$ cat src/include/rrc_defines.vh
// Shared constants of the reset and regulator control block.
`ifndef RRC_DEFINES_VH
`define RRC_DEFINES_VH

`define RRC_CLK_NS 50
`define RRC_HOLD_NS 1000
`define RRC_HOLD_CYC ((`RRC_HOLD_NS + `RRC_CLK_NS - 1) / `RRC_CLK_NS)
`define RRC_PIN_LOW_NS 2000
`define RRC_PIN_LOW_CYC ((`RRC_PIN_LOW_NS + `RRC_CLK_NS - 1) / `RRC_CLK_NS)
`define RRC_SYNC_ONLY_CYC 1

`define RRC_ADDR_PROTECT 8'h00
`define RRC_ADDR_REGCTRL 8'h04
`define RRC_ADDR_SLOWOSC 8'h08
`define RRC_ADDR_RSTCTRL 8'h0C
`define RRC_ADDR_SOFTRST 8'h10

`define RRC_PROTECT_KEY_FIELD_KEY 16'h0096
`define RRC_PROTECT_KEY_FIELD_RESET 16'h0000

`define RRC_SEL_BIT 0
`define RRC_DIS_BIT 1
`define RRC_MODE_LSB 4
`define RRC_MODE_MSB 5
`define RRC_STOP_BIT 8
`define RRC_ECO_BIT 9
`define RRC_DISON_BIT 10
`define RRC_SEL_RESET 1'b1
`define RRC_DIS_RESET 1'b0
`define RRC_MODE_AUTO 2'h0
`define RRC_MODE_ECO 2'h1
`define RRC_MODE_NORMAL 2'h2

`define RRC_WAIT_MSB 1
`define RRC_WAIT_RESET 2'h0

`define RRC_KEYEN_BIT 0
`define RRC_SVDEN_BIT 1
`define RRC_WDTRST_BIT 2
`define RRC_CPUREQ_BIT 3
`define RRC_KEYSEL_LSB 4
`define RRC_KEYSEL_MSB 7

`define RRC_KEY_PINS 4
`define RRC_SOFT_CH 8
`define RRC_MEN_RST_MASK 8'h0F

`define RRC_STOP_INTERNAL_OSCILLATOR 16'h1000
`define RRC_WAIT_SEL0 16'h0004
`define RRC_WAIT_SEL1 16'h0010
`define RRC_WAIT_SEL2 16'h0040
`define RRC_WAIT_SEL3 16'h0100

`endif

$ cat src/verilog/rrc_level_filter.v
// Three-stage synchroniser with a minimum-duration level filter.
`include "rrc_defines.vh"

module rrc_level_filter #(
	parameter [7:0] LEN = 8'h01
) (
	input wire clk_sys,
	input wire srst,
	input wire rawIn,
	output reg levelOut
);

	reg sync1_r;
	reg sync2_r;
	reg sync3_r;
	reg [7:0] cnt_r;

	// The level counts only once the second and third stages agree.
	always @(posedge clk_sys) begin
		if (srst) begin
			sync1_r <= 1'b0;
			sync2_r <= 1'b0;
			sync3_r <= 1'b0;
			cnt_r <= 8'h00;
			levelOut <= 1'b0;
		end else begin
			sync1_r <= rawIn;
			sync2_r <= sync1_r;
			sync3_r <= sync2_r;
			if (sync2_r != sync3_r) begin
				cnt_r <= 8'h00;
			end else if (!sync3_r) begin
				cnt_r <= 8'h00;
				levelOut <= 1'b0;
			end else if (cnt_r < LEN) begin
				cnt_r <= cnt_r + 8'h01;
				if (cnt_r == LEN - 8'h01) begin
					levelOut <= 1'b1;
				end
			end
		end
	end

endmodule // rrc_level_filter

$ cat src/verilog/rrc_clock_stop.v
// Timer that holds the system clock stopped after a voltage-mode switch.
`include "rrc_defines.vh"

module rrc_clock_stop (
	input wire clk_sys,
	input wire srst,
	input wire startPulse,
	input wire slowSrc,
	input wire [`RRC_WAIT_MSB:0] waitSel,
	input wire srcTick,
	output reg stopActive
);

	reg [15:0] target_r;
	reg [15:0] cnt_r;

	function [15:0] slowWait;
		input [`RRC_WAIT_MSB:0] sel;
		begin
			case (sel)
				2'h0: slowWait = `RRC_WAIT_SEL0;
				2'h1: slowWait = `RRC_WAIT_SEL1;
				2'h2: slowWait = `RRC_WAIT_SEL2;
				default: slowWait = `RRC_WAIT_SEL3;
			endcase
		end
	endfunction

	always @(posedge clk_sys) begin
		if (srst) begin
			target_r <= 16'h0000;
			cnt_r <= 16'h0000;
			stopActive <= 1'b0;
		end else if (startPulse) begin
			target_r <= slowSrc ? slowWait(waitSel) : `RRC_STOP_INTERNAL_OSCILLATOR;
			cnt_r <= 16'h0000;
			stopActive <= 1'b1;
		end else if (stopActive && srcTick) begin
			cnt_r <= cnt_r + 16'h0001;
			if (cnt_r == target_r - 16'h0001) begin
				stopActive <= 1'b0;
			end
		end
	end

endmodule // rrc_clock_stop

$ cat src/verilog/rrc_reset_regulator.v
// Regulator mode control and system reset controller with an Avalon-MM slave.
// Notes on behaviour
// - Voltage-mode change stops system clock; internal oscillator source waits 4096 cycles.
// - With the 32 kHz crystal source, the stop lasts the programmed wait count.
// - Key 0x0096 unlocks protection; any other key value relocks it.
// - Voltage select 0 picks low-power mode1, 1 picks default mode0.
// - Operation mode 0x2 forces normal, 0x0 selects automatic.
// - Discharge bit set discharges output while switching toward the lower voltage.
// - Automatic mode switches normal and economy from the light-load indication.
// - Reset is held while supply or oscillator is reported unstable.
// - Reset pin is filtered against short pulses and has a pull-up.
// - Reset pin held low long enough raises a system reset request.
// - Power-on and brown-out detectors raise reset requests.
// - CPU writing 1 to its reset request bit raises a system reset.
// - Enabled key-entry pins held low long enough raise a reset request.
// - Watchdog overflow in reset mode raises a system reset request.
// - Enabled supply voltage detector raises reset on a supply drop.
// - Module enable set on channels 0-3, or a soft reset bit, initialises that peripheral.
// - Hard reset stays asserted for a hold time after requests end.
// - Soft reset group releases immediately when its request is withdrawn.
//
// The Avalon-MM register port and the address map were left to the implementer.
`include "rrc_defines.vh"

module rrc_reset_regulator (
	input wire clk_sys,
	input wire srst,
	input wire [7:0] address,
	input wire read,
	input wire write,
	input wire [31:0] writedata,
	input wire [3:0] byteenable,
	output wire waitrequest,
	output reg [31:0] readdata,
	input wire resetPinN,
	output wire resetPinPullUp,
	input wire powerOnDetect,
	input wire brownOutDetect,
	input wire supplyUnstable,
	input wire oscUnstable,
	input wire [`RRC_KEY_PINS-1:0] keyPinN,
	input wire watchdogOverflow,
	input wire supplyDropDetect,
	input wire [`RRC_SOFT_CH-1:0] moduleEnable,
	input wire slowOscIsSysClk,
	input wire srcClkTick,
	input wire lightLoad,
	output wire sysClkStop,
	output reg voltageModeLow,
	output reg regEconomy,
	output reg regDischargeOn,
	output reg hardResetOut,
	output reg [`RRC_SOFT_CH-1:0] softResetOut
);

	localparam integer HOLD_INT = `RRC_HOLD_CYC;
	localparam integer PIN_LOW_INT = `RRC_PIN_LOW_CYC;
	localparam integer SYNC_INT = `RRC_SYNC_ONLY_CYC;
	localparam [7:0] HOLD_CYC = HOLD_INT[7:0];
	localparam [7:0] PIN_LOW_CYC = PIN_LOW_INT[7:0];
	localparam [7:0] SYNC_CYC = SYNC_INT[7:0];

	reg ack_r;
	reg [15:0] protKey_r;
	reg voltSel_r;
	reg discharge_r;
	reg [1:0] opMode_r;
	reg [`RRC_WAIT_MSB:0] slowWait_r;
	reg [7:0] rstCtrl_r;
	reg [`RRC_SOFT_CH-1:0] softBits_r;
	reg [`RRC_SOFT_CH-1:0] modEnPrev_r;
	reg cpuReq_r;
	reg [7:0] holdCnt_r;
	reg stopStart_r;
	reg [31:0] readNxt;
	reg [31:0] ctrlNew;
	reg [31:0] keyNew;

	wire accept;
	wire unlocked;
	wire pinLowHeld;
	wire porSync;
	wire borSync;
	wire supplyBad;
	wire oscBad;
	wire svdSync;
	wire [`RRC_KEY_PINS-1:0] keyLowHeld;
	wire [`RRC_KEY_PINS-1:0] keySel;
	wire keyReq;
	wire hardReq;
	wire stopActive;

	function [31:0] laneMerge;
		input [31:0] oldVal;
		input [31:0] newVal;
		input [3:0] be;
		reg [31:0] mask;
		begin
			mask = {{8{be[3]}}, {8{be[2]}}, {8{be[1]}}, {8{be[0]}}};
			laneMerge = (oldVal & ~mask) | (newVal & mask);
		end
	endfunction

	// One wait cycle per access; the request is taken at the edge where waitrequest is low.
	assign waitrequest = (read | write) & ~ack_r;
	assign accept = (read | write) & ack_r;
	assign unlocked = (protKey_r == `RRC_PROTECT_KEY_FIELD_KEY);
	assign resetPinPullUp = 1'b1;
	assign sysClkStop = stopActive;

	always @(posedge clk_sys) begin
		if (srst) begin
			ack_r <= 1'b0;
		end else begin
			ack_r <= (read | write) & ~ack_r;
		end
	end

	always @* begin
		readNxt = 32'h0000_0000;
		case (address)
			`RRC_ADDR_PROTECT: readNxt[0] = unlocked;
			`RRC_ADDR_REGCTRL: begin
				readNxt[`RRC_SEL_BIT] = voltSel_r;
				readNxt[`RRC_DIS_BIT] = discharge_r;
				readNxt[`RRC_MODE_MSB:`RRC_MODE_LSB] = opMode_r;
				readNxt[`RRC_STOP_BIT] = stopActive;
				readNxt[`RRC_ECO_BIT] = regEconomy;
				readNxt[`RRC_DISON_BIT] = regDischargeOn;
			end
			`RRC_ADDR_SLOWOSC: readNxt[`RRC_WAIT_MSB:0] = slowWait_r;
			`RRC_ADDR_RSTCTRL: readNxt[7:0] = rstCtrl_r;
			`RRC_ADDR_SOFTRST: readNxt[`RRC_SOFT_CH-1:0] = softBits_r;
			default: readNxt = 32'h0000_0000;
		endcase
	end

	always @* begin
		ctrlNew = laneMerge({26'h000_0000, opMode_r, 2'h0, discharge_r, voltSel_r},
			writedata, byteenable);
		keyNew = laneMerge({16'h0000, protKey_r}, writedata, byteenable);
	end

	// Data is loaded during the wait cycle so it stands at the accepting edge.
	always @(posedge clk_sys) begin
		if (srst) begin
			readdata <= 32'h0000_0000;
		end else if (read && !ack_r) begin
			readdata <= readNxt;
		end
	end

	always @(posedge clk_sys) begin
		if (srst) begin
			protKey_r <= `RRC_PROTECT_KEY_FIELD_RESET;
			voltSel_r <= `RRC_SEL_RESET;
			discharge_r <= `RRC_DIS_RESET;
			opMode_r <= `RRC_MODE_AUTO;
			slowWait_r <= `RRC_WAIT_RESET;
			rstCtrl_r <= 8'h00;
			softBits_r <= {`RRC_SOFT_CH{1'b0}};
			cpuReq_r <= 1'b0;
			stopStart_r <= 1'b0;
		end else begin
			cpuReq_r <= 1'b0;
			stopStart_r <= 1'b0;
			if (accept && write) begin
				case (address)
					`RRC_ADDR_PROTECT: begin
						protKey_r <= keyNew[15:0];
					end
					`RRC_ADDR_REGCTRL: begin
						if (unlocked) begin
							voltSel_r <= ctrlNew[`RRC_SEL_BIT];
							discharge_r <= ctrlNew[`RRC_DIS_BIT];
							opMode_r <= ctrlNew[`RRC_MODE_MSB:`RRC_MODE_LSB];
							stopStart_r <= (ctrlNew[`RRC_SEL_BIT] != voltSel_r);
						end
					end
					`RRC_ADDR_SLOWOSC: begin
						if (byteenable[0]) begin
							slowWait_r <= writedata[`RRC_WAIT_MSB:0];
						end
					end
					`RRC_ADDR_RSTCTRL: begin
						if (byteenable[0]) begin
							rstCtrl_r <= {writedata[7:4], 1'b0, writedata[2:0]};
							cpuReq_r <= writedata[`RRC_CPUREQ_BIT];
						end
					end
					`RRC_ADDR_SOFTRST: begin
						if (byteenable[0]) begin
							softBits_r <= writedata[`RRC_SOFT_CH-1:0];
						end
					end
					default: begin
						protKey_r <= protKey_r;
					end
				endcase
			end
		end
	end

	rrc_clock_stop u_stop (
		.clk_sys(clk_sys),
		.srst(srst),
		.startPulse(stopStart_r),
		.slowSrc(slowOscIsSysClk),
		.waitSel(slowWait_r),
		.srcTick(srcClkTick),
		.stopActive(stopActive)
	);

	// Regulator outputs are registered from the control bits, lightLoad and the clock stop.
	always @(posedge clk_sys) begin
		if (srst) begin
			voltageModeLow <= 1'b0;
			regEconomy <= 1'b0;
			regDischargeOn <= 1'b0;
		end else begin
			voltageModeLow <= ~voltSel_r;
			regDischargeOn <= discharge_r & stopActive & ~voltSel_r;
			case (opMode_r)
				`RRC_MODE_AUTO: regEconomy <= lightLoad;
				`RRC_MODE_NORMAL: regEconomy <= 1'b0;
				`RRC_MODE_ECO: regEconomy <= 1'b1;
				default: regEconomy <= 1'b0;
			endcase
		end
	end

	rrc_level_filter #(.LEN(PIN_LOW_CYC)) u_pin (
		.clk_sys(clk_sys),
		.srst(srst),
		.rawIn(~resetPinN),
		.levelOut(pinLowHeld)
	);

	rrc_level_filter #(.LEN(SYNC_CYC)) u_por (
		.clk_sys(clk_sys),
		.srst(srst),
		.rawIn(powerOnDetect),
		.levelOut(porSync)
	);

	rrc_level_filter #(.LEN(SYNC_CYC)) u_bor (
		.clk_sys(clk_sys),
		.srst(srst),
		.rawIn(brownOutDetect),
		.levelOut(borSync)
	);

	rrc_level_filter #(.LEN(SYNC_CYC)) u_sup (
		.clk_sys(clk_sys),
		.srst(srst),
		.rawIn(supplyUnstable),
		.levelOut(supplyBad)
	);

	rrc_level_filter #(.LEN(SYNC_CYC)) u_osc (
		.clk_sys(clk_sys),
		.srst(srst),
		.rawIn(oscUnstable),
		.levelOut(oscBad)
	);

	rrc_level_filter #(.LEN(SYNC_CYC)) u_svd (
		.clk_sys(clk_sys),
		.srst(srst),
		.rawIn(supplyDropDetect),
		.levelOut(svdSync)
	);

	genvar k;
	generate
		for (k = 0; k < `RRC_KEY_PINS; k = k + 1) begin : g_key
			rrc_level_filter #(.LEN(PIN_LOW_CYC)) u_key (
				.clk_sys(clk_sys),
				.srst(srst),
				.rawIn(~keyPinN[k]),
				.levelOut(keyLowHeld[k])
			);
		end
	endgenerate

	// Key entry fires when every selected pin is held low.
	assign keySel = rstCtrl_r[`RRC_KEYSEL_MSB:`RRC_KEYSEL_LSB];
	assign keyReq = rstCtrl_r[`RRC_KEYEN_BIT] & (|keySel)
		& ((keyLowHeld & keySel) == keySel);

	assign hardReq = pinLowHeld
		| porSync | borSync
		| cpuReq_r
		| keyReq
		| (watchdogOverflow & rstCtrl_r[`RRC_WDTRST_BIT])
		| (svdSync & rstCtrl_r[`RRC_SVDEN_BIT])
		| supplyBad | oscBad;

	always @(posedge clk_sys) begin
		if (srst) begin
			holdCnt_r <= 8'h00;
			hardResetOut <= 1'b1;
		end else if (hardReq) begin
			holdCnt_r <= 8'h00;
			hardResetOut <= 1'b1;
		end else if (hardResetOut) begin
			holdCnt_r <= holdCnt_r + 8'h01;
			if (holdCnt_r == HOLD_CYC - 8'h01) begin
				hardResetOut <= 1'b0;
			end
		end
	end

	// Soft group: a held bit or a rising module enable on channels 0-3; released without hold.
	always @(posedge clk_sys) begin
		if (srst) begin
			modEnPrev_r <= {`RRC_SOFT_CH{1'b0}};
			softResetOut <= {`RRC_SOFT_CH{1'b0}};
		end else begin
			modEnPrev_r <= moduleEnable;
			softResetOut <= softBits_r
				| (moduleEnable & ~modEnPrev_r & `RRC_MEN_RST_MASK);
		end
	end

endmodule // rrc_reset_regulator

$ cat config.mk
export PLATFORM = sky130hd
export DESIGN_NAME = rrc_reset_regulator
export DESIGN_NICKNAME = d
export VERILOG_FILES = /design/src/verilog/rrc_level_filter.v /design/src/verilog/rrc_clock_stop.v /design/src/verilog/rrc_reset_regulator.v
export VERILOG_INCLUDE_DIRS = /design/src /design/src/include
export SDC_FILE = /design/constraint.sdc
export NUM_CORES = 1
export LEC_CHECK = 0
export ABC_AREA = 1
export BUFFER_PORTS_ARGS = -buffer_cell sky130_fd_sc_hd__buf_2
export CORE_MARGIN = 5
export CORE_UTILIZATION = 45
export CTS_CLUSTER_SIZE = 30
export DETAILED_ROUTE_END_ITERATION = 16
export PLACE_DENSITY_LB_ADDON = 0.2
export SYNTH_ARGS = -nofsm -noshare
export SYNTH_HDL_FRONTEND = slang
export SYNTH_SLANG_ARGS = --single-unit
$ cat constraint.sdc
create_clock -name clk_sys -period 2.05 [get_ports clk_sys]
set_clock_uncertainty 0.2 [all_clocks]
set_input_delay 0.3075 -clock clk_sys [delete_from_list [all_inputs] [get_ports clk_sys]]
set_output_delay 0.3075 -clock clk_sys [all_outputs]
set_load 0.01 [all_outputs]
==> flow_summary.json, run 1 <==
{
  "cts_tree": "done",
  "synthTopCellsByArea": "dfxtp_1 50%, nor2_1 9.5%, inv_1 7.6%",
  "path_clk_slew_ns": 0.06,
  "coreArea_mm2": 0.0188,
  "cp-start-kind": "register",
  "fin_util_pct": 55.5,
  "hold_viol": 0,
  "first_pass_iters": 4,
  "clkLatencyLatePin_ns": 0.51,
  "fin_crit_sh_pct": 87.7,
  "fmax_ghz": 0.556,
  "cp.required_ns": 2.24,
  "htreeDepth": 1,
  "drive_gt1_share_pct": 12.6,
  "die_area_mm2": 0.0221,
  "final_nets": 1319,
  "io_buffers": 72,
  "use_met3_pct": 3.05,
  "post-synth-top-area-cell": "dfxtp_1",
  "vias_per_cell": 4.66,
  "grt_setup_unrepaired": "false",
  "cts-root-buf": "clkbuf_16",
  "antenna_left": 0,
  "hold_path.class": "input pin to register",
  "cts_buffer_depth": 3,
  "ys_seq_area_share_pct": 50.3,
  "outcome": "finished clean",
  "criticalPathCategory": "register to register",
  "post-place-ws_ns": 0.237,
  "p_per_area_mw_per_mm2": 857,
  "most-common-layout-cells": "218 x nor2_1, 217 x dfxtp_1, 174 x inv_1",
  "num-fill-cells": 1765,
  "synth_area_mm2": 0.00864,
  "cp.arrival_ns": 1.99,
  "pin_count": 117,
  "grt_pass1_vias": 6466,
  "grt_max_degree": 29,
  "cpPeakStageDelay_ns": 0.34,
  "antenna_found_initial": 0,
  "slowest_stage": "dfxtp_1",
  "rows": 50,
  "synth_top_area_share_pct": 50.3,
  "timing.final.ws_setup_ns": 0.252,
  "layout_commonest_cell": "nor2_1",
  "place.gp.congestion": 0.820,
  "critPathLaunch": "u_stop.target_r[2]",
  "synth_edf_count": 0,
  "holdWs_ns": 0.0448,
  "grt_use_total_pct": 16.6,
  "p_leak_nw": 4.34,
  "die_x_um": 149,
  "cap_violations": 0,
  "ys.flop_type": "dfxtp_1",
  "async_reset_ff_share_pct": 0,
  "cts_sinks": 217,
  "n_antenna_cell": 0,
  "tns_ns": 0,
  "drc_errors": 0,
  "grt_pass1_wl_um": 30600,
  "path_cells": "inv_1 -> ha_1 -> buf_4 -> xnor2_1 -> nand2_1 -> nor2_1 -> nand3_1 -> nor2_1 -> nand3_1 -> nand2_1 -> a21oi_1",
  "cp_num_buf_inv": 2,
  "grt.overflow.total": 0,
  "numCtsBuffers": 23,
  "power_mw": 8.95,
  "layout_min_cycle_time_ns": 1.80,
  "postSynthCellCount": 1101,
  "setup_viol": 0,
  "wl_um": 18400,
  "vdd_drop_max_mv": 0.682,
  "yosys_warnings": 0,
  "dpl.hpwl_um": 13200,
  "endpoint_kind": "register",
  "drt_iter0_markers": 371,
  "crit_fanout": 5,
  "synthToLayoutAreaGrowth_pct": 20.8,
  "syn_avg_cell_area_um2": 7.85,
  "met1_usage_pct": 21.7,
  "ys_ff_latch": 217,
  "fp.dieH_um": 149,
  "cp_top_family": "simple AND/OR/NAND/NOR gates",
  "grtUsageMet2_pct": 28.5,
  "synth_cell_types": 45,
  "hp-start": "srcClkTick",
  "num_vias": 7009,
  "drv_slew": 0,
  "start_util_pct": 45.9,
  "r2r_start": "u_stop.target_r[2]",
  "avgRoutedWirePerCell_um": 12.2,
  "busiest_layer": "met2"
}
[report_power, final]
part           leakage, nW  internal, mW  switching [mW]
Combinational         2.18         0.139           0.192
Clock                0.397          2.69            1.64
Sequential            1.76          4.26          0.0244
Total                 4.34          7.10            1.85
[logic make-up after synthesis]
| logic type | after synthesis | share of synthesized area (%) |
|---|---|---|
| compound gates | 191 | 12.4 |
| xor+xnor | 6 | 0.608 |
| fa+ha+maj | 18 | 2.61 |
| buf+inv | 221 | 10.8 |
| flops | 217 | 50.3 |
| mux | 1 | 0.116 |
| other cells | 2 | 0.0869 |
| simple gates | 445 | 23.1 |
[through the flow]
| stage | cells | instance area [um2] |
|---|---|---|
| floorplan | 1121 | 8720 |
| global placement | 1431 | 9290 |
| detailed placement | 1431 | 9290 |
| CTS | 1505 | 10400 |
| global route | 1505 | 10400 |
| finish | 1505 | 10400 |
[state kept, by name, indices dropped and copies added, names as in the netlist, 5 cells and up, named ones only]
signal and flops:
u_bor.cnt_r 8, u_stop.cnt_r 16, u_osc.cnt_r 8, holdCnt_r 8, u_sup.cnt_r 8, readdata 11, u_por.cnt_r 8, softResetOut 8
u_pin.cnt_r 8, rstCtrl_r 7, g_key.u_key.cnt_r 32, u_svd.cnt_r 8, u_stop.target_r 5, softBits_r 8
[worst min-delay path, delay by kind of cell]
kind,cells,cell delay [ns]
compound gates,1,0.16
simple gates,2,0.15
buf+inv,1,0.09
[routing by layer]
metal  up-vias  part of all wire [%]
met5         -                     0
met4         0                   2.2
met3        30                   4.1
met2       105                    47
met1      3119                    46
li1       3755                     -
[Yosys cell counts (7+ instances only)]
| cell type | count |
|---|---|
| nand2_1 | 111 |
| ha_1 | 18 |
| nor3_1 | 16 |
| o21ai_1 | 13 |
| nand4_1 | 16 |
| nor4_1 | 10 |
| dfxtp_1 | 217 |
| inv_1 | 174 |
| a211oi_1 | 15 |
| o21ai_0 | 64 |
| o22ai_1 | 9 |
| nor2_2 | 7 |
| a21oi_1 | 65 |
| nand3_1 | 37 |
| buf_4 | 23 |
| buf_2 | 10 |
| nor2_1 | 218 |
[path summary, 6_finish.rpt]
path	end	depth (start not counted)	slack (ns)
min	u_stop.cnt_r[1]	4	0.04
max	u_stop.stopActive	11	0.25
max reg2reg	u_stop.stopActive	11	0.25
min reg2reg	u_osc.sync2_r	2	0.20
[layout make-up]
cell class                 instances  area [um2]  share of cell area (%)
clock inverter                     6         120                    1.15
clock buffer                      33         683                    6.54
multi-input combinational        683        3440                    32.9
timing repair buffer             124         851                    8.14
tap                              260         325                    3.11
inverter                         182         683                    6.54
sequential                       217        4340                    41.6
[timing repair]
action,4_1_cts,5_1_grt
setup buffers,0,0
hold endpoints to repair,60,0
gates resized for setup,0,0
hold buffers,35,0
No activity file was read; power rests on OpenSTA's default activity.
==> run 2: changes to the inputs <==
--- a/config.mk
+++ b/config.mk
@@ -10,6 +10,7 @@
 export BUFFER_PORTS_ARGS = -buffer_cell sky130_fd_sc_hd__buf_2
 export CORE_MARGIN = 5
 export CORE_UTILIZATION = 45
+export CTS_BUF_LIST = sky130_fd_sc_hd__clkbuf_8 sky130_fd_sc_hd__clkbuf_16
 export CTS_CLUSTER_SIZE = 30
 export DETAILED_ROUTE_END_ITERATION = 16
 export PLACE_DENSITY_LB_ADDON = 0.2
==> flow_summary.json, run 2 (synthesis gave the netlist of run 1 again) <==
{
  "cp-start-kind": "register",
  "p_leak_nw": 4.35,
  "fin_util_pct": 55.5,
  "antenna_left": 0,
  "htreeDepth": 1,
  "cts_resized": 0,
  "place.gp.congestion": 0.820,
  "grt_setup_unrepaired": "false",
  "num-fill-cells": 1765,
  "endpoint_kind": "register",
  "numCtsBuffers": 23,
  "finalInstanceArea_mm2": 0.0104,
  "seqCellArea_mm2": 0.00434,
  "grt_max_degree": 29,
  "criticalPathCategory": "register to register",
  "grt_pass1_wl_um": 30600,
  "cpPeakStageDelay_ns": 0.34,
  "cp.required_ns": 2.24,
  "largest_register": "g_key.u_key.cnt_r",
  "start_util_pct": 45.9,
  "vias_per_cell": 4.66,
  "grt.overflow.total": 0,
  "clkLatencyLatePin_ns": 0.51,
  "n_antenna_cell": 0,
  "antenna_found_initial": 0,
  "fmax_ghz": 0.556,
  "cts_buffer_depth": 3,
  "tns_ns": 0,
  "die_area_mm2": 0.0221,
  "crit_fanout": 5,
  "p_per_area_mw_per_mm2": 856,
  "largest_register_ff_count": 32,
  "power_mw": 8.94,
  "grt_use_total_pct": 16.6,
  "dp_cells": 1431,
  "stdcell_count": 1505,
  "synthToLayoutAreaGrowth_pct": 20.8,
  "top_regs": "g_key.u_key.cnt_r: 32 flops, u_stop.cnt_r: 16 flops, readdata: 11 flops",
  "drive_gt1_share_pct": 12.6,
  "layout_commonest_cell": "nor2_1",
  "cts-root-buf": "clkbuf_16",
  "holdWs_ns": 0.0445,
  "drt_iter0_markers": 369,
  "multi_input_area_mm2": 0.00344,
  "post_cts_buffers": 0,
  "first_pass_iters": 4,
  "setup_viol": 0,
  "hold_path.class": "input pin to register",
  "cts_tree": "done",
  "avgRoutedWirePerCell_um": 12.2,
  "fp.dieH_um": 149,
  "hold_viol": 0,
  "drc_errors": 0,
  "layout_min_cycle_time_ns": 1.80,
  "cp.arrival_ns": 1.99,
  "wl_um": 18400,
  "post-place-ws_ns": 0.237,
  "dpl_cell_area_mm2": 0.00929,
  "cap_violations": 0,
  "drv_slew": 0,
  "io_buffers": 72,
  "rows": 50,
  "fin_crit_sh_pct": 87.7,
  "timing.final.ws_setup_ns": 0.252,
  "pin_count": 117,
  "slowest_stage": "dfxtp_1",
  "num_vias": 7006,
  "dpl.hpwl_um": 13200,
  "path_clk_slew_ns": 0.06,
  "die_x_um": 149,
  "grt_pass1_vias": 6466,
  "path_cells": "inv_1 -> ha_1 -> buf_4 -> xnor2_1 -> nand2_1 -> nor2_1 -> nand3_1 -> nor2_1 -> nand3_1 -> nand2_1 -> a21oi_1",
  "final_nets": 1319,
  "coreArea_mm2": 0.0188,
  "cts_sinks": 217,
  "outcome": "finished clean",
  "most-common-layout-cells": "218 x nor2_1, 217 x dfxtp_1, 177 x inv_1",
  "vdd_drop_max_mv": 0.682
}
run 2: changes by cell type in the layout (fill, tap and decap cells not counted):
| cell | change |
|---|---|
| clkbuf_1 | -3 |
| inv_1 | +3 |
run 2: where the power goes:
part / internal (mW) / switching, mW
Sequential: 4.26 / 0.0244
Clock: 2.68 / 1.64
Combinational: 0.139 / 0.191
Total: 7.08 / 1.86
run 2: cell type report:
type                    instances  share of cell area, %
clock buffers                  30                   6.43
well taps                     260                   3.11
clock inverters                 9                   1.26
flip-flops and latches        217                   41.6
inverters                     182                   6.54
multi-input cells             683                   32.9
repair buffers                124                   8.14
run 2: path summary, 6_finish.rpt:
kind | to | from | depth (start not counted) | slack, ns
max reg2reg | u_stop.stopActive | u_stop.target_r[2] | 11 | 0.25
min reg2reg | u_osc.sync2_r | u_osc.sync1_r | 2 | 0.20
max | u_stop.stopActive | u_stop.target_r[2] | 11 | 0.25
min | u_stop.cnt_r[1] | srcClkTick | 4 | 0.04
run 2: per-layer routing:
layer  track usage (%)  part of all wire (%)  vias up
met5                 0                     0        -
met4              3.93                   2.2        0
met3              3.05                   4.0       30
met2              28.5                    47      102
met1              21.7                    47     3118
li1                  -                     -     3756
run 2: what timing repair did:
item,in CTS,in global routing
endpoints found under the setup margin,0,0
hold buffers,35,0
endpoints found under the hold margin,60,0
run 2: worst max-delay path, delay by kind of cell (launching register included):
kind / cells / cell delay, ns
adder cells (fa/ha/maj): 1 / 0.20
flip-flops: 1 / 0.34
XOR/XNOR: 1 / 0.13
buffers and inverters: 2 / 0.21
AND/OR/NAND/NOR: 6 / 0.57
AO/OA/AOI/OAI: 1 / 0.05
==> run 3: changes to the inputs <==
--- a/config.mk
+++ b/config.mk
@@ -8,7 +8,6 @@
 export LEC_CHECK = 0
 export ABC_AREA = 1
 export BUFFER_PORTS_ARGS = -buffer_cell sky130_fd_sc_hd__buf_2
-export CORE_MARGIN = 5
 export CORE_UTILIZATION = 45
 export CTS_BUF_LIST = sky130_fd_sc_hd__clkbuf_8 sky130_fd_sc_hd__clkbuf_16
 export CTS_CLUSTER_SIZE = 30
==> flow_summary.json, run 3 (synthesis gave the netlist of run 1 again) <==
{
  "outcome": "finished clean",
  "crit_fanout": 2,
  "start_util_pct": 46.1,
  "cts_sinks": 217,
  "post_cts_buffers": 0,
  "cp.arrival_ns": 1.33,
  "cts_buffer_depth": 3,
  "post-place-ws_ns": 0.202,
  "holdWs_ns": 0.0206,
  "die_x_um": 141,
  "timing.final.ws_setup_ns": 0.217,
  "most-common-layout-cells": "218 x nor2_1, 217 x dfxtp_1, 177 x inv_1",
  "cpPeakStageDelay_ns": 0.54,
  "layout_min_cycle_time_ns": 1.83,
  "final_nets": 1316,
  "r2r_start": "u_stop.target_r[2]",
  "clkLatencyLatePin_ns": 0.51,
  "grt_pass1_wl_um": 29700,
  "antenna_left": 0,
  "cp.required_ns": 1.54,
  "num_vias": 6967,
  "numCtsBuffers": 23,
  "hold_path.class": "input pin to register",
  "fin_crit_sh_pct": 89.4,
  "n_antenna_cell": 0,
  "slowest_stage": "dlygate4sd3_1",
  "largest_register": "g_key.u_key.cnt_r",
  "avgRoutedWirePerCell_um": 12.0,
  "drv_slew": 0,
  "critPathLaunch": "write",
  "setup_viol": 0,
  "grt_max_degree": 44,
  "coreArea_mm2": 0.0188,
  "layout_commonest_cell": "nor2_1",
  "grt.overflow.total": 0,
  "grt_use_total_pct": 18.2,
  "grt_setup_unrepaired": "false",
  "p_per_area_mw_per_mm2": 829,
  "wl_um": 17800,
  "criticalPathCategory": "input pin to output pin",
  "antenna_found_initial": 0,
  "largest_register_ff_count": 32,
  "pin_count": 117,
  "drt_iter0_markers": 261,
  "htreeDepth": 1,
  "place.gp.congestion": 0.858,
  "tns_ns": 0,
  "vdd_drop_max_mv": 0.617,
  "die_area_mm2": 0.0198,
  "first_pass_iters": 4,
  "cp-start-kind": "input pin",
  "path_clk_slew_ns": 0.06,
  "rows": 50,
  "hold_viol": 0,
  "fmax_ghz": 0.545,
  "dpl.hpwl_um": 12700,
  "io_buffers": 72,
  "drive_gt1_share_pct": 12.5,
  "cts-root-buf": "clkbuf_16",
  "cts_tree": "done",
  "fp.dieH_um": 141,
  "drc_errors": 0,
  "vias_per_cell": 4.72,
  "synthToLayoutAreaGrowth_pct": 19.6,
  "grt_pass1_vias": 6446,
  "p_leak_nw": 4.31,
  "endpoint_kind": "output pin",
  "path_cells": "dlygate4sd3_1 -> buf_2 -> nor2_1 -> nor2_1 -> buf_2",
  "cap_violations": 0,
  "top_regs": "g_key.u_key.cnt_r: 32 flops, u_stop.cnt_r: 16 flops, readdata: 11 flops",
  "hp-start": "srcClkTick"
}
run 3: per-stage QoR:
step	power, mW	cells	cell area, um2	util, %
2_1_floorplan	4.56	1121	8720	-
3_3_place_gp	4.66	1402	9250	49.3
3_5_place_dp	4.66	1402	9250	49.3
4_1_cts	8.68	1477	10300	55.1
5_1_grt	8.89	1477	10300	55.1
6_report	8.57	1477	10300	55.1
run 3: power by group:
group / total, mW / switching [mW] / internal, mW
clock: 3.95 / 1.64 / 2.30
sequential: 4.29 / 0.0257 / 4.26
combinational: 0.328 / 0.187 / 0.141
total: 8.57 / 1.86 / 6.71
run 3: final cells by class:
cell class / count / area, um2
fillers: 1773 / 8430
flip-flops and latches: 217 / 4340
multi-input cells: 683 / 3440
repair buffers: 121 / 841
inverters: 182 / 683
clock buffers: 30 / 672
well taps: 234 / 293
clock inverters: 10 / 62.6
run 3: what timing repair did:
action                                 4_1_cts  5_1_grt
gates resized for setup                      0        1
endpoints found under the hold margin       60        0
setup endpoints to repair                    0        1
hold buffers                                35        0
run 3: final timing paths:
path / end / slack [ns] / depth (start not counted)
setup / recovery: waitrequest / 0.22 / 5
hold / removal: u_stop.cnt_r[0] / 0.02 / 4
setup reg to reg: u_stop.stopActive / 0.27 / 13
hold reg to reg: u_sup.sync2_r / 0.20 / 2
run 3: critical path, delay by kind of cell:
kind,cells,cell delay (ns)
buf+inv,3,0.81
simple gates,2,0.20
run 3: metal layers:
layer  global-route usage (%)  vias to the layer above  routed length [um]
met5                        0                        -                   0
met4                     5.38                        0                 382
met3                     2.99                       31                 541
met2                     31.1                       98                8320
met1                     23.7                     3089                8520
li1                         -                     3749                   -
